$ cat src/design/lo_pkg.sv
// Constants and types for the link options control block
package lo_pkg;

  // ----------------------------------------------------------------
  // Register map
  // ----------------------------------------------------------------
  localparam int          ADDR_W       = 12;
  localparam logic [11:0] LOC_OFS      = 12'h840;
  localparam logic [11:0] IST_OFS      = 12'h844;
  localparam logic [11:0] IMK_OFS      = 12'h848;
  localparam logic [31:0] LOC_RESET    = 32'h00000020;
  localparam logic [31:0] LOC_WMASK    = 32'hBF00003F;
  localparam logic [31:0] IST_RESET    = 32'h00000000;
  localparam logic [31:0] IMK_RESET    = 32'h00000000;

  // ----------------------------------------------------------------
  // Field positions
  // ----------------------------------------------------------------
  localparam int          REV_BIT      = 31;
  localparam int          FAIL_EN_BIT  = 29;
  localparam int          BMP_BIT      = 28;
  localparam int          RETRY_BIT    = 27;
  localparam int          ROM_BIT      = 26;
  localparam int          TWOBUF_BIT   = 25;
  localparam int          ITSKIP_BIT   = 24;
  localparam int          RSVD_RO_BIT  = 22;
  localparam int          PW_LSB       = 3;
  localparam int          CP_LSB       = 0;
  localparam logic [2:0]  PW_MAX       = 3'h4;
  localparam logic [2:0]  CP_MAX       = 3'h4;

  // ----------------------------------------------------------------
  // Interrupt status bits
  // ----------------------------------------------------------------
  localparam int          IRQ_W        = 2;
  localparam int          IRQ_FAIL     = 0;
  localparam int          IRQ_PWDROP   = 1;

  // ----------------------------------------------------------------
  // Timing
  // ----------------------------------------------------------------
  localparam int          CLK_NS       = 20;
  localparam int          CYC_BASE_NS  = 125000;
  localparam int          CYC_BASE_CYC = CYC_BASE_NS / CLK_NS;
  localparam int          CNT_W        = 16;

  typedef struct packed {
    logic       rev_features_enable;
    logic       failed_access_irq_enable;
    logic       bus_mgmt_preload_enable;
    logic       retry_processing_enable;
    logic       rom_management_enable;
    logic       ir_two_buffer_enable;
    logic       it_skip_underrun_enable;
    logic [2:0] pw_limit;
    logic [2:0] cycle_sel;
  } lo_ctl_type;

  function automatic lo_ctl_type lo_unpack(input logic [31:0] r);
    lo_ctl_type c;
    c.rev_features_enable      = r[REV_BIT];
    c.failed_access_irq_enable = r[FAIL_EN_BIT];
    c.bus_mgmt_preload_enable  = r[BMP_BIT];
    c.retry_processing_enable  = r[RETRY_BIT];
    c.rom_management_enable    = r[ROM_BIT];
    c.ir_two_buffer_enable     = r[TWOBUF_BIT];
    c.it_skip_underrun_enable  = r[ITSKIP_BIT];
    c.pw_limit                 = r[PW_LSB +: 3];
    c.cycle_sel                = r[CP_LSB +: 3];
    return c;
  endfunction : lo_unpack

endpackage : lo_pkg

$ cat src/design/lo_link_options.sv
// Link options control register with Avalon-MM slave and interrupt
`timescale 1ns/1ps
module lo_link_options #(
  parameter int unsigned BASE_CYCLES = lo_pkg::CYC_BASE_CYC
) (
  input  wire logic                      clk_i,
  input  wire logic                      rst_n_i,
  input  wire logic [lo_pkg::ADDR_W-1:0] avs_address_i,
  input  wire logic                      avs_read_i,
  input  wire logic                      avs_write_i,
  input  wire logic [31:0]               avs_writedata_i,
  input  wire logic [3:0]                avs_byteenable_i,
  output logic [31:0]                    avs_readdata_o,
  output logic                           avs_waitrequest_o,
  output logic                           irq_o,
  output lo_pkg::lo_ctl_type             ctl_o,
  input  wire logic                      access_fail_i,
  input  wire logic                      bus_reset_i,
  output logic                           bm_preload_o,
  input  wire logic                      root_i,
  output logic                           cycle_start_o,
  input  wire logic                      pw_req_i,
  input  wire logic                      pw_done_i,
  output logic                           pw_allow_o
);
  import lo_pkg::*;

  // ----------------------------------------------------------------
  // Helpers
  // ----------------------------------------------------------------
  function automatic logic [31:0] merge_be(input logic [31:0] old_v, input logic [31:0] new_v,
                                           input logic [3:0] be);
    logic [31:0] r;
    r = old_v;
    for (int i = 0; i < 4; i++) begin
      if (be[i]) begin
        r[i*8 +: 8] = new_v[i*8 +: 8];
      end
    end
    return r;
  endfunction : merge_be

  function automatic logic [CNT_W-1:0] period_of(input logic [2:0] sel);
    logic [2:0] sh;
    sh = (sel > CP_MAX) ? 3'h0 : sel;
    return CNT_W'(BASE_CYCLES >> sh);
  endfunction : period_of

  // ----------------------------------------------------------------
  // State
  // ----------------------------------------------------------------
  logic                 ack_r,     ack_nxt;
  logic [31:0]          rdata_r,   rdata_nxt;
  logic [31:0]          loc_r,     loc_nxt;
  logic [IRQ_W-1:0]     ist_r,     ist_nxt;
  logic [IRQ_W-1:0]     imk_r,     imk_nxt;
  logic [2:0]           pw_cnt_r,  pw_cnt_nxt;
  logic [CNT_W-1:0]     cyc_cnt_r, cyc_cnt_nxt;
  logic                 cyc_r,     cyc_nxt;
  logic                 bmp_r,     bmp_nxt;
  logic                 req;
  logic                 wr_take;
  logic                 rd_take;
  logic [IRQ_W-1:0]     ev_set;
  logic [CNT_W-1:0]     period;
  lo_ctl_type           ctl;

  assign ctl     = lo_unpack(loc_r);
  assign req     = avs_read_i | avs_write_i;
  assign wr_take = avs_write_i & ack_r;
  assign rd_take = avs_read_i & ack_r;
  assign period  = period_of(ctl.cycle_sel);

  // ----------------------------------------------------------------
  // Bus slave: one wait state per access
  // ----------------------------------------------------------------
  always_comb begin
    ack_nxt   = req & ~ack_r;
    rdata_nxt = rdata_r;
    if (avs_read_i && !ack_r) begin
      case (avs_address_i)
        LOC_OFS: rdata_nxt = loc_r & LOC_WMASK;
        IST_OFS: rdata_nxt = 32'(ist_r);
        IMK_OFS: rdata_nxt = 32'(imk_r);
        default: rdata_nxt = 32'h00000000;
      endcase
    end
  end

  assign avs_waitrequest_o = req & ~ack_r;
  assign avs_readdata_o    = rdata_r;

  // ----------------------------------------------------------------
  // Registers and interrupt
  // ----------------------------------------------------------------
  always_comb begin
    loc_nxt = loc_r;
    imk_nxt = imk_r;
    if (wr_take && avs_address_i == LOC_OFS) begin
      loc_nxt = merge_be(loc_r, avs_writedata_i, avs_byteenable_i) & LOC_WMASK;
    end
    if (wr_take && avs_address_i == IMK_OFS) begin
      imk_nxt = IRQ_W'(merge_be(32'(imk_r), avs_writedata_i, avs_byteenable_i));
    end
    ev_set             = '0;
    ev_set[IRQ_FAIL]   = access_fail_i & ctl.failed_access_irq_enable;
    ev_set[IRQ_PWDROP] = pw_req_i & ~pw_allow_o;
    ist_nxt = ist_r;
    if (rd_take && avs_address_i == IST_OFS) begin
      ist_nxt = ist_r & ~rdata_r[IRQ_W-1:0];
    end
    ist_nxt = ist_nxt | ev_set;
  end

  assign irq_o = |(ist_r & imk_r);
  assign ctl_o = ctl;

  // ----------------------------------------------------------------
  // Bus reset preload, posted writes, cycle timer
  // ----------------------------------------------------------------
  assign pw_allow_o = (ctl.pw_limit <= PW_MAX) && (pw_cnt_r < ctl.pw_limit);

  always_comb begin
    bmp_nxt    = bus_reset_i & ctl.bus_mgmt_preload_enable;
    pw_cnt_nxt = pw_cnt_r;
    if ((pw_req_i && pw_allow_o) && !(pw_done_i && pw_cnt_r != 3'h0)) begin
      pw_cnt_nxt = pw_cnt_r + 3'h1;
    end else if (!(pw_req_i && pw_allow_o) && pw_done_i && pw_cnt_r != 3'h0) begin
      pw_cnt_nxt = pw_cnt_r - 3'h1;
    end
    cyc_nxt     = 1'b0;
    cyc_cnt_nxt = cyc_cnt_r;
    if (!root_i) begin
      cyc_cnt_nxt = '0;
    end else if (cyc_cnt_r >= period - CNT_W'(1)) begin
      cyc_cnt_nxt = '0;
      cyc_nxt     = 1'b1;
    end else begin
      cyc_cnt_nxt = cyc_cnt_r + CNT_W'(1);
    end
  end

  assign bm_preload_o  = bmp_r;
  assign cycle_start_o = cyc_r;

  always_ff @(posedge clk_i or negedge rst_n_i) begin
    if (!rst_n_i) begin
      ack_r     <= 1'b0;
      rdata_r   <= 32'h00000000;
      loc_r     <= LOC_RESET;
      ist_r     <= IST_RESET[IRQ_W-1:0];
      imk_r     <= IMK_RESET[IRQ_W-1:0];
      pw_cnt_r  <= 3'h0;
      cyc_cnt_r <= '0;
      cyc_r     <= 1'b0;
      bmp_r     <= 1'b0;
    end else begin
      ack_r     <= ack_nxt;
      rdata_r   <= rdata_nxt;
      loc_r     <= loc_nxt;
      ist_r     <= ist_nxt;
      imk_r     <= imk_nxt;
      pw_cnt_r  <= pw_cnt_nxt;
      cyc_cnt_r <= cyc_cnt_nxt;
      cyc_r     <= cyc_nxt;
      bmp_r     <= bmp_nxt;
    end
  end
endmodule : lo_link_options

$ cat config.mk
export PLATFORM = sky130hd
export DESIGN_NAME = lo_link_options
export DESIGN_NICKNAME = d
export VERILOG_FILES = /design/src/design/lo_pkg.sv /design/src/design/lo_link_options.sv
export SDC_FILE = /design/constraint.sdc
export NUM_CORES = 1
export LEC_CHECK = 0
export BUFFER_PORTS_ARGS = -buffer_cell sky130_fd_sc_hd__buf_2
export CAP_MARGIN = 20
export CORE_MARGIN = 3
export CORE_UTILIZATION = 45
export DETAILED_ROUTE_END_ITERATION = 8
export GPL_TIMING_DRIVEN = 0
export PLACE_DENSITY = 0.79
export SLEW_MARGIN = 20
export SYNTH_ARGS = -nofsm -noshare
export SYNTH_HDL_FRONTEND = slang
export SYNTH_SLANG_ARGS = --single-unit
$ cat constraint.sdc
create_clock -name clk_i -period 2.66 [get_ports clk_i]
set_clock_uncertainty 0.05 [all_clocks]
set_input_delay 0.399 -clock clk_i [delete_from_list [all_inputs] [get_ports clk_i]]
set_output_delay 0.399 -clock clk_i [all_outputs]
set_load 0.005 [all_outputs]
==> results of run 1 <==
cell type report:
type                       instances  area, um2  share of cell area
inverter                           8       35.0             0.00899
buffer                            25        179              0.0459
timing repair buffer              86        509               0.131
sequential                        52       1310               0.335
clock buffer                       7       86.3              0.0222
multi-input combinational        214       1680               0.431
clock inverter                     1       8.76             0.00225
tap                               75       93.8              0.0241
metrics by stage:
step | hold WS (ns) | setup WS (ns)
floorplan | 0.0534 | -0.00161
global route | 0.100 | -0.390
global placement | 0.435 | -0.322
CTS | 0.0840 | -0.125
finish | 0.0622 | -0.220
detailed placement | 0.423 | -0.357
layout by cell type, fill, tap and decap left out, drive strengths merged, types with 6 or more instances in the layout:
master,count
clkbuf,10
xor2,9
inv,8
nor2,22
nand2b,7
mux2i,6
a21oi,9
ha,21
dfrtp,51
xnor2,6
nand3,6
mux2,15
nand2,22
nor3,6
a22o,12
o21ai,10
conb,21
buf,108
report_power, final:
| part | internal [mW] | leakage (nW) | total [mW] | switching, mW |
|---|---|---|---|---|
| clock network | 0.214 | 0.0484 | 0.467 | 0.253 |
| logic | 0.197 | 1.21 | 0.389 | 0.193 |
| registers | 0.819 | 0.701 | 0.869 | 0.0497 |
| total | 1.23 | 1.96 | 1.73 | 0.496 |
registers in the layout (all words and copies together), names as in the netlist:
name and cells:
cycle_start_o 1, bm_preload_o 1, loc_r 13, ack_r 1, pw_cnt_r 3, ist_r 2, cyc_cnt_r 16, imk_r 2
avs_readdata_o 13
worst paths after layout:
| kind | from | endpoint | slack, ns | cells past startpoint |
|---|---|---|---|---|
| worst min register to register | avs_readdata_o[24]$_DFFE_PN0P_ | avs_readdata_o[24]$_DFFE_PN0P_ | 0.46 | 1 |
| max in group asynchronous | rst_n_i | loc_r[0]$_DFFE_PN0P_ | 2.03 | 1 |
| min in group clk_i | access_fail_i | ist_r[0]$_DFF_PN0_ | 0.27 | 3 |
| worst min-delay path | rst_n_i | pw_cnt_r[2]$_DFFE_PN0P_ | 0.06 | 1 |
| worst max-delay path | loc_r[1]$_DFFE_PN0P_ | cyc_cnt_r[10]$_DFF_PN0_ | -0.22 | 13 |
| worst max register to register | loc_r[1]$_DFFE_PN0P_ | cyc_cnt_r[10]$_DFF_PN0_ | -0.22 | 13 |
timing repair:
action                                  4_1_cts  5_1_grt
buffers inserted                             14        6
gates cloned                                  1        0
resized for setup                            20       24
endpoints found under the setup margin       17       18
pin swaps                                    21        9
routing by layer:
layer | vias to the layer above | global-route usage | wire (um)
li1 | 1169 | - | -
met1 | 1138 | 0.221 | 2660
met2 | 76 | 0.317 | 3360
met3 | 13 | 0.0482 | 477
met4 | 0 | 0.0496 | 95
met5 | - | 0 | 0
cell families (layout without fill, tap and decap cells):
family	Yosys count	in the layout	synth area share
simple gates	91	91	0.165
flops	52	52	0.443
compound gates	44	44	0.104
buf+inv	33	127	0.0676
fa+ha+maj	22	22	0.0961
mux	21	21	0.0778
xor+xnor	15	15	0.0447
other cells	2	21	0.00255
critical path: cells and delay by family (launching register included):
family	cells	cell delay, ns
fa+ha+maj	2	0.57
compound gates	3	0.55
mux	1	0.19
flops	1	0.47
simple gates	4	0.47
xor+xnor	1	0.19
buf+inv	2	0.33
==> flow_metrics.env, run 1 <==
export IMPL_nNetsFinal=471
export IMPL_first_global_vias=2376
export IMPL_worstPathRequired_ns=2.85
export IMPL_ir_worst_vdd_mv=0.440
export IMPL_synth_common_cells="51 x dfrtp_1, 22 x nand2_1, 21 x ha_1, 21 x nor2_1, 19 x buf_4"
export IMPL_coreArea_um2=6130
export IMPL_critical_path_cell_chain="buf_12 -> nand2b_4 -> ha_4 -> mux2i_2 -> nand4_1 -> xor2_1 -> ha_1 -> a21oi_2 -> o21ai_2 -> a221oi_2 -> nand2_2 -> buf_8 -> nor2_4"
export IMPL_place_congestion=0.802
export IMPL_async_reset_ff_frac=1.00
export IMPL_diodes=0
export IMPL_cts_made_buffers=5
export IMPL_p_leak_nw=1.96
export IMPL_wl_per_cell_um=14.1
export IMPL_ant_nets=0
export IMPL_h_tree_depth=2
export IMPL_chipHeight_um=86.9
export IMPL_hp_class="in2async"
export IMPL_crit_arrival_ns=3.07
export IMPL_drv_slew=0
export IMPL_cts_sinks=52
export IMPL_syn_avg_cell_area_um2=10.5
export IMPL_fillers=481
export IMPL_drt_iter0_markers=73
export IMPL_num_vias=2396
export IMPL_grtUsageTotal=0.182
export IMPL_layout_cells_non_filler=468
export IMPL_violations="setup timing"
export IMPL_synth_most_common_cell="dfrtp_1"
export IMPL_fmax_ghz=0.347
export IMPL_ys_flop_type="dfrtp_1"
export IMPL_dieArea_um2=7540
export IMPL_final_setup_worst_slack_ns=-0.220
export IMPL_die_x_um=86.9
export IMPL_setup_viol=16
export IMPL_antenna_found_initial=0
export IMPL_drv_cap=0
export IMPL_worstPathMaxFanout=5
export IMPL_final_area_um2=3900
export IMPL_ys_types=50
export IMPL_vias_per_cell=5.12
export IMPL_synthToLayoutAreaGrowth_pct=32.5
export IMPL_min_period_over_period=1.08
export IMPL_hold_violations=0
export IMPL_finalCriticalPeriod_ns=2.88
export IMPL_dr_pass1_iters=4
export IMPL_post_dp_cell_area_um2=3470
export IMPL_ios=107
export IMPL_drive_gt1_frac=0.435
export IMPL_clkLatencyLatePin_ns=0.30
export IMPL_clkTransAtPathRegs_ns=0.09
export IMPL_start_kind="register"
export IMPL_critPathMaxStageDelay_ns=0.47
export IMPL_syn_instance_count=280
export IMPL_cts_buffer_depth=2
export IMPL_start_util=0.480
export IMPL_synth_seq_cells=52
export IMPL_synthesis_area_um2=2940
export IMPL_grt_max_degree=53
export IMPL_io_buffers=65
export IMPL_wl_um=6590
export IMPL_row_count=28
export IMPL_overflow=0
export IMPL_yosys_warnings=0
export IMPL_postCtsHoldBufs=0
export IMPL_tightestPinTransition_ns=0.647
export IMPL_status="complete, but fails checks"
export IMPL_slew_headroom=0.569
export IMPL_finish_utilization=0.636
export IMPL_dp_hpwl_um=4610
export IMPL_synth_edf_count=0
export IMPL_synthTopCellsByArea="dfrtp_1 43%, ha_1 8.9%, mux2_2 5.7%"
export IMPL_synth_top_area_frac=0.434
export IMPL_p_total_mw=1.73
export IMPL_drc=0
export IMPL_grt_pass1_wl_um=10900
export IMPL_dp_cells=439
export IMPL_rsz0062_at_grt="true"
export IMPL_crit_path_end_kind="register"
export IMPL_crit_slowest_cell="dfrtp_2"
export IMPL_ys_seq_area_frac=0.443
export IMPL_cts_tree="built"
export IMPL_synth_largest_area_cell="dfrtp_1"
export IMPL_powerDensity_nw_per_um2=443
export IMPL_setup_tns_final_ns=-3.02
export IMPL_root_buffer="clkbuf_8"
export IMPL_crit_type="reg2reg"
(Power assumes the default switching activity.)
==> inputs of run 2 (changes only) <==
Settings changed: ABC_AREA from default to 1, CORE_UTILIZATION 45 to 46, PLACE_DENSITY 0.79 to 0.78.
==> run 2 against run 1 <==
Effect of this change: the flow now finishes without violations; clock power up 2%; sequential power fell by 2%; sequential share of layout area is 1.8 points lower; non-clock buffer count is 11 lower; combinational power is 12% lower; setup slack gained 0.32 ns; register-to-register slack better by 0.32 ns.
==> flow_metrics.env, run 2 <==
export IMPL_cts_buffer_depth=2
export IMPL_p_total_mw=1.67
export IMPL_synth_top_area_frac=0.388
export IMPL_drv_slew=0
export IMPL_cts_sinks=52
export IMPL_synth_edf_count=0
export IMPL_ys_flop_type="dfrtp_1"
export IMPL_start_util=0.479
export IMPL_overflow=0
export IMPL_ir_worst_vdd_mv=0.438
export IMPL_final_setup_worst_slack_ns=0.0977
export IMPL_hold_violations=0
export IMPL_coreArea_um2=6870
export IMPL_vias_per_cell=4.69
export IMPL_timing_rr_end="cyc_cnt_r[5]$_DFF_PN0_"
export IMPL_grt_pass1_wl_um=11600
export IMPL_diodes=0
export IMPL_setup_viol=0
export IMPL_largest_reg_flops=16
export IMPL_yosys_warnings=0
export IMPL_grt_max_degree=53
export IMPL_grtUsageTotal=0.171
export IMPL_row_count=30
export IMPL_powerDensity_nw_per_um2=406
export IMPL_dr_pass1_iters=4
export IMPL_async_reset_ff_frac=1.00
export IMPL_final_common_cell="nand2_1"
export IMPL_io_buffers=66
export IMPL_drc=0
export IMPL_fmax_ghz=0.390
export IMPL_num_vias=2869
export IMPL_final_cell_mix="91 x nand2_1, 66 x buf_2, 64 x inv_1"
export IMPL_clkTransAtPathRegs_ns=0.09
export IMPL_place_congestion=0.820
export IMPL_start_kind="register"
export IMPL_crit_type="reg2reg"
export IMPL_largest_register="cyc_cnt_r"
export IMPL_synth_seq_cells=52
export IMPL_synthesis_area_um2=3290
export IMPL_ant_nets=0
export IMPL_synth_largest_area_cell="dfrtp_1"
export IMPL_wl_um=7160
export IMPL_hp_class="in2async"
export IMPL_wl_per_cell_um=11.7
export IMPL_dpl_worst_slack_ns=-0.448
export IMPL_final_area_um2=4110
export IMPL_die_x_um=90.5
export IMPL_drive_gt1_frac=0.310
export IMPL_crit_path_end_kind="register"
export IMPL_dieArea_um2=8200
export IMPL_rr_worst_depth=16
export IMPL_drv_cap=0
export IMPL_finish_utilization=0.598
export IMPL_finalCriticalPeriod_ns=2.56
export IMPL_clkLatencyLatePin_ns=0.30
export IMPL_h_tree_depth=2
export IMPL_p_leak_nw=2.24
export IMPL_dp_cells=594
export IMPL_min_period_over_period=0.963
export IMPL_worstPathMaxFanout=5
export IMPL_worstPathRequired_ns=2.85
export IMPL_multi_input_area_um2=1720
export IMPL_r2r_setup_slack_ns=0.1
export IMPL_slew_headroom=0.574
export IMPL_status="complete, no violations"
export IMPL_chipHeight_um=90.5
export IMPL_fillers=610
export IMPL_synthToLayoutAreaGrowth_pct=25.0
export IMPL_synthTopCellsByArea="dfrtp_1 39%, nand2_1 11%, ha_1 8.0%"
export IMPL_synth_most_common_cell="nand2_1"
export IMPL_reg2reg_from="loc_r[0]$_DFFE_PN0P_"
export IMPL_drt_iter0_markers=153
export IMPL_critical_path_cell_chain="inv_1 -> nor2_4 -> buf_4 -> ha_1 -> or2_1 -> nand2_1 -> nand2_1 -> nand2_1 -> nand2_2 -> ha_4 -> a21o_1 -> nor2_1 -> nand2_1 -> nand2_4 -> nand3_4 -> nor2_1"
export IMPL_cts_made_buffers=5
export IMPL_syn_instance_count=413
export IMPL_tightestPinTransition_ns=0.639
export IMPL_synth_common_cells="96 x nand2_1, 66 x inv_1, 51 x dfrtp_1"
export IMPL_first_global_vias=2623
export IMPL_syn_avg_cell_area_um2=7.96
export IMPL_dp_hpwl_um=5470
export IMPL_layout_cells_non_filler=612
export IMPL_nNetsFinal=595
export IMPL_register_area_um2=1300
export IMPL_crit_slowest_cell="dfrtp_1"
export IMPL_cts_tree="built"
export IMPL_ys_types=39
export IMPL_ys_seq_area_frac=0.396
export IMPL_path_common_cell="nand2_1"
export IMPL_root_buffer="clkbuf_8"
export IMPL_crit_arrival_ns=2.75
export IMPL_critPathMaxStageDelay_ns=0.38
export IMPL_antenna_found_initial=0
export IMPL_ios=107
export IMPL_post_dp_cell_area_um2=3810
export IMPL_postCtsHoldBufs=0
[run 2: cell families after synthesis]
| logic type | after synthesis | share of synthesized area |
|---|---|---|
| AO/OA/AOI/OAI | 46 | 0.0971 |
| XOR/XNOR | 8 | 0.0213 |
| adder cells (fa/ha/maj) | 22 | 0.0860 |
| buffers and inverters | 96 | 0.140 |
| flip-flops | 52 | 0.396 |
| other | 2 | 0.00228 |
| AND/OR/NAND/NOR | 187 | 0.257 |
[run 2: area by class of cell]
cell class | instances | share of cell area
Buffer | 24 | 0.0460
Clock buffer | 7 | 0.0235
Inverter | 72 | 0.0664
Multi-Input combinational cell | 285 | 0.418
Sequential cell | 52 | 0.317
Tap cell | 96 | 0.0292
Timing Repair Buffer | 76 | 0.0993
[run 2: layer usage]
metal	routed length, um	global-route usage
met5	0	0
met3	323	0.0383
met2	3590	0.304
met4	52	0.0370
met1	3190	0.212
[run 2: what timing repair did]
action	CTS	global route
pin swaps	2	5
cloned	1	0
setup endpoints to repair	16	16
setup buffers	4	6
gates resized for setup	14	16
[run 2: how the worst max path moves through the flow]
stage / slack, ns / endpoint / startpoint / depth (start not counted)
finish: 0.1 / cyc_cnt_r[5]$_DFF_PN0_ / loc_r[0]$_DFFE_PN0P_ / 16
global placement: -0.32 / cyc_cnt_r[5]$_DFF_PN0_ / loc_r[2]$_DFFE_PN0P_ / 17
CTS: 0.01 / cyc_cnt_r[13]$_DFF_PN0_ / loc_r[2]$_DFFE_PN0P_ / 16
detailed placement: -0.45 / cyc_cnt_r[6]$_DFF_PN0_ / loc_r[1]$_DFFE_PN0P_ / 18
floorplan: 0.06 / cyc_cnt_r[0]$_DFF_PN0_ / loc_r[2]$_DFFE_PN0P_ / 17
global route: -0.02 / cyc_cnt_r[5]$_DFF_PN0_ / loc_r[2]$_DFFE_PN0P_ / 12
[run 2: metrics by stage]
stage,setup TNS [ns],hold WS (ns)
after global routing,-0.0384,0.111
after CTS,0,0.0838
after global placement,-3.69,0.409
after detailed placement,-5.40,0.420
after floorplan,0,0.0534
final,0,0.0533
[run 2: power by group]
group	leakage [nW]	switching [mW]	internal [mW]
Sequential	0.660	0.0309	0.821
Clock	0.0503	0.244	0.232
Combinational	1.53	0.202	0.139
[run 2: worst max-delay path, delay by kind of cell (launching register included)]
kind	cells	cell delay [ns]
DFF	1	0.38
buffers and inverters	2	0.28
adders and majority gates	2	0.40
and+or+nand+nor	11	1.23
AOI/OAI and AO/OA	1	0.17
==> inputs of run 3 (changes only) <==
Settings changed: CORE_UTILIZATION 46 to 51, PLACE_DENSITY 0.78 to 0.82.
Clock period 2.66 ns to 2.7 ns, I/O delays scaled along.
==> run 3 against run 2 <==
Effect of this change: largest power group unchanged; clock-buffer cell count is 2 lower; die area is 9.2% lower; first-iteration DRC count is 25% lower; final cell count is 3.6% lower; hold slack better by 0.0073 ns.
==> flow_metrics.env, run 3 (synthesis results as in run 2) <==
export IMPL_place_congestion=0.860
export IMPL_first_global_vias=2800
export IMPL_drive_gt1_frac=0.317
export IMPL_cts_sinks=52
export IMPL_coreArea_um2=6100
export IMPL_register_area_um2=1300
export IMPL_start_kind="register"
export IMPL_switchingPower_mw=0.493
export IMPL_hold_violations=0
export IMPL_dp_hpwl_um=5530
export IMPL_grtUsageTotal=0.207
export IMPL_largest_reg_flops=16
export IMPL_num_vias=2861
export IMPL_diodes=0
export IMPL_postCtsHoldBufs=0
export IMPL_die_x_um=86.3
export IMPL_cts_made_buffers=5
export IMPL_pwr_share_clk=0.270
export IMPL_crit_type="reg2reg"
export IMPL_tightestPinTransition_ns=0.642
export IMPL_powerDensity_nw_per_um2=397
export IMPL_fmax_ghz=0.395
export IMPL_finalCriticalPeriod_ns=2.53
export IMPL_cts_buffer_depth=2
export IMPL_crit_arrival_ns=2.72
export IMPL_comb_power_share=0.214
export IMPL_setup_viol=0
export IMPL_timing_rr_end="cyc_cnt_r[0]$_DFF_PN0_"
export IMPL_final_common_cell="nand2_1"
export IMPL_final_cell_mix="91 x nand2_1, 66 x buf_2, 62 x inv_1"
export IMPL_dr_pass1_iters=4
export IMPL_fillers=502
export IMPL_holdWs_ns=0.0606
export IMPL_critPathMaxStageDelay_ns=0.47
export IMPL_internal_power_mw=1.13
export IMPL_multi_input_area_um2=1740
export IMPL_h_tree_depth=2
export IMPL_dieArea_um2=7440
export IMPL_slew_headroom=0.572
export IMPL_overflow=0
export IMPL_seqPwrFrac=0.516
export IMPL_wl_um=7170
export IMPL_antenna_found_initial=0
export IMPL_wl_per_cell_um=12.1
export IMPL_drv_cap=0
export IMPL_critical_path_cell_chain="nor2_4 -> inv_4 -> ha_4 -> nand2_1 -> o21ai_1 -> inv_1 -> nand2_2 -> nand2_1 -> nand2_1 -> nand2_2 -> ha_4 -> a21o_1 -> nor2_2 -> nand2_2 -> nand2_4 -> nand3_4 -> nor2_1"
export IMPL_worstPathMaxFanout=5
export IMPL_crit_path_end_kind="register"
export IMPL_ios=107
export IMPL_start_util=0.539
export IMPL_largest_register="cyc_cnt_r"
export IMPL_drt_iter0_markers=115
export IMPL_clkTransAtPathRegs_ns=0.09
export IMPL_switching_share=0.304
export IMPL_root_buffer="clkbuf_8"
export IMPL_drv_slew=0
export IMPL_p_leak_nw=2.23
export IMPL_worstPathRequired_ns=2.89
export IMPL_vias_per_cell=4.85
export IMPL_io_buffers=66
export IMPL_grt_pass1_wl_um=12400
export IMPL_ant_nets=0
export IMPL_cts_tree="built"
export IMPL_grt_max_degree=53
export IMPL_clkLatencyLatePin_ns=0.31
export IMPL_rr_worst_depth=17
export IMPL_status="complete, no violations"
export IMPL_row_count=28
export IMPL_hp_class="in2async"
export IMPL_reg2reg_from="loc_r[2]$_DFFE_PN0P_"
export IMPL_ir_worst_vdd_mv=0.446
export IMPL_synthToLayoutAreaGrowth_pct=24.2
export IMPL_r2r_setup_slack_ns=0.17
export IMPL_nNetsFinal=593
export IMPL_p_total_mw=1.62
export IMPL_drc=0
export IMPL_min_period_over_period=0.937
export IMPL_chipHeight_um=86.3
export IMPL_crit_slowest_cell="dfrtp_2"
## run 3: cell count changes in the layout (fill, tap and decap cells not counted), sizes merged
cell	delta
clkinv	+3
buf	-2
clkbuf	-2
## run 3: metal layers
metal  up-vias  track usage  routed length (um)
met5         -            0                   0
met4         0       0.0652                 123
met3        13       0.0361                 362
met2        79        0.366                3600
met1      1305        0.259                3090
li1       1464            -                   -
## run 3: through the flow
step,setup WS [ns],utilization,setup TNS (ns),instances,area (um2)
4_1_cts,-0.0193,0.646,-0.102,585,3940
2_1_floorplan,0.104,-,0,432,3360
6_report,0.171,0.670,0,590,4080
3_3_place_gp,-0.301,0.620,-3.33,573,3780
3_5_place_dp,-0.410,0.621,-4.76,573,3780
5_1_grt,-0.0279,0.670,-0.0611,590,4080
## run 3: what timing repair did
| action | 4_1_cts | 5_1_grt |
|---|---|---|
| setup endpoints to repair | 16 | 16 |
| cloned | 1 | 0 |
| pin swaps | 1 | 9 |
| setup buffers | 3 | 5 |
| gates resized for setup | 9 | 27 |
## run 3: area by class of cell
cell class              count  area share
repair buffers             74      0.0972
clock buffers               5      0.0169
plain buffers              24      0.0463
clock inverters             3     0.00460
well taps                  75      0.0230
multi-input cells         285       0.426
flip-flops and latches     52       0.319
inverters                  72      0.0668
## run 3: worst max path at each step
stage                          from                 endpoint  depth (start not counted)
5_1_grt        loc_r[2]$_DFFE_PN0P_   cyc_cnt_r[0]$_DFF_PN0_                         18
2_1_floorplan  loc_r[2]$_DFFE_PN0P_   cyc_cnt_r[0]$_DFF_PN0_                         17
3_3_place_gp   loc_r[1]$_DFFE_PN0P_   cyc_cnt_r[8]$_DFF_PN0_                         18
4_1_cts        loc_r[2]$_DFFE_PN0P_  cyc_cnt_r[13]$_DFF_PN0_                         17
6_report       loc_r[2]$_DFFE_PN0P_   cyc_cnt_r[0]$_DFF_PN0_                         17
3_5_place_dp   loc_r[2]$_DFFE_PN0P_   cyc_cnt_r[8]$_DFF_PN0_                         17
## run 3: worst max-delay path, delay by kind of cell (launching register included)
| kind | cells | cell delay, ns |
|---|---|---|
| compound gates | 2 | 0.27 |
| fa+ha+maj | 2 | 0.48 |
| buf+inv | 2 | 0.15 |
| flops | 1 | 0.47 |
| simple gates | 11 | 1.05 |
## run 3: power groups by stage
stage / Clock, mW / Sequential, mW / Combinational [mW]
after global placement: 0 / 0.851 / 0.311
after CTS: 0.454 / 0.836 / 0.340
after global routing: 0.478 / 0.841 / 0.401
final: 0.438 / 0.837 / 0.347
after floorplan: 0 / 0.847 / 0.229
after detailed placement: 0 / 0.852 / 0.335
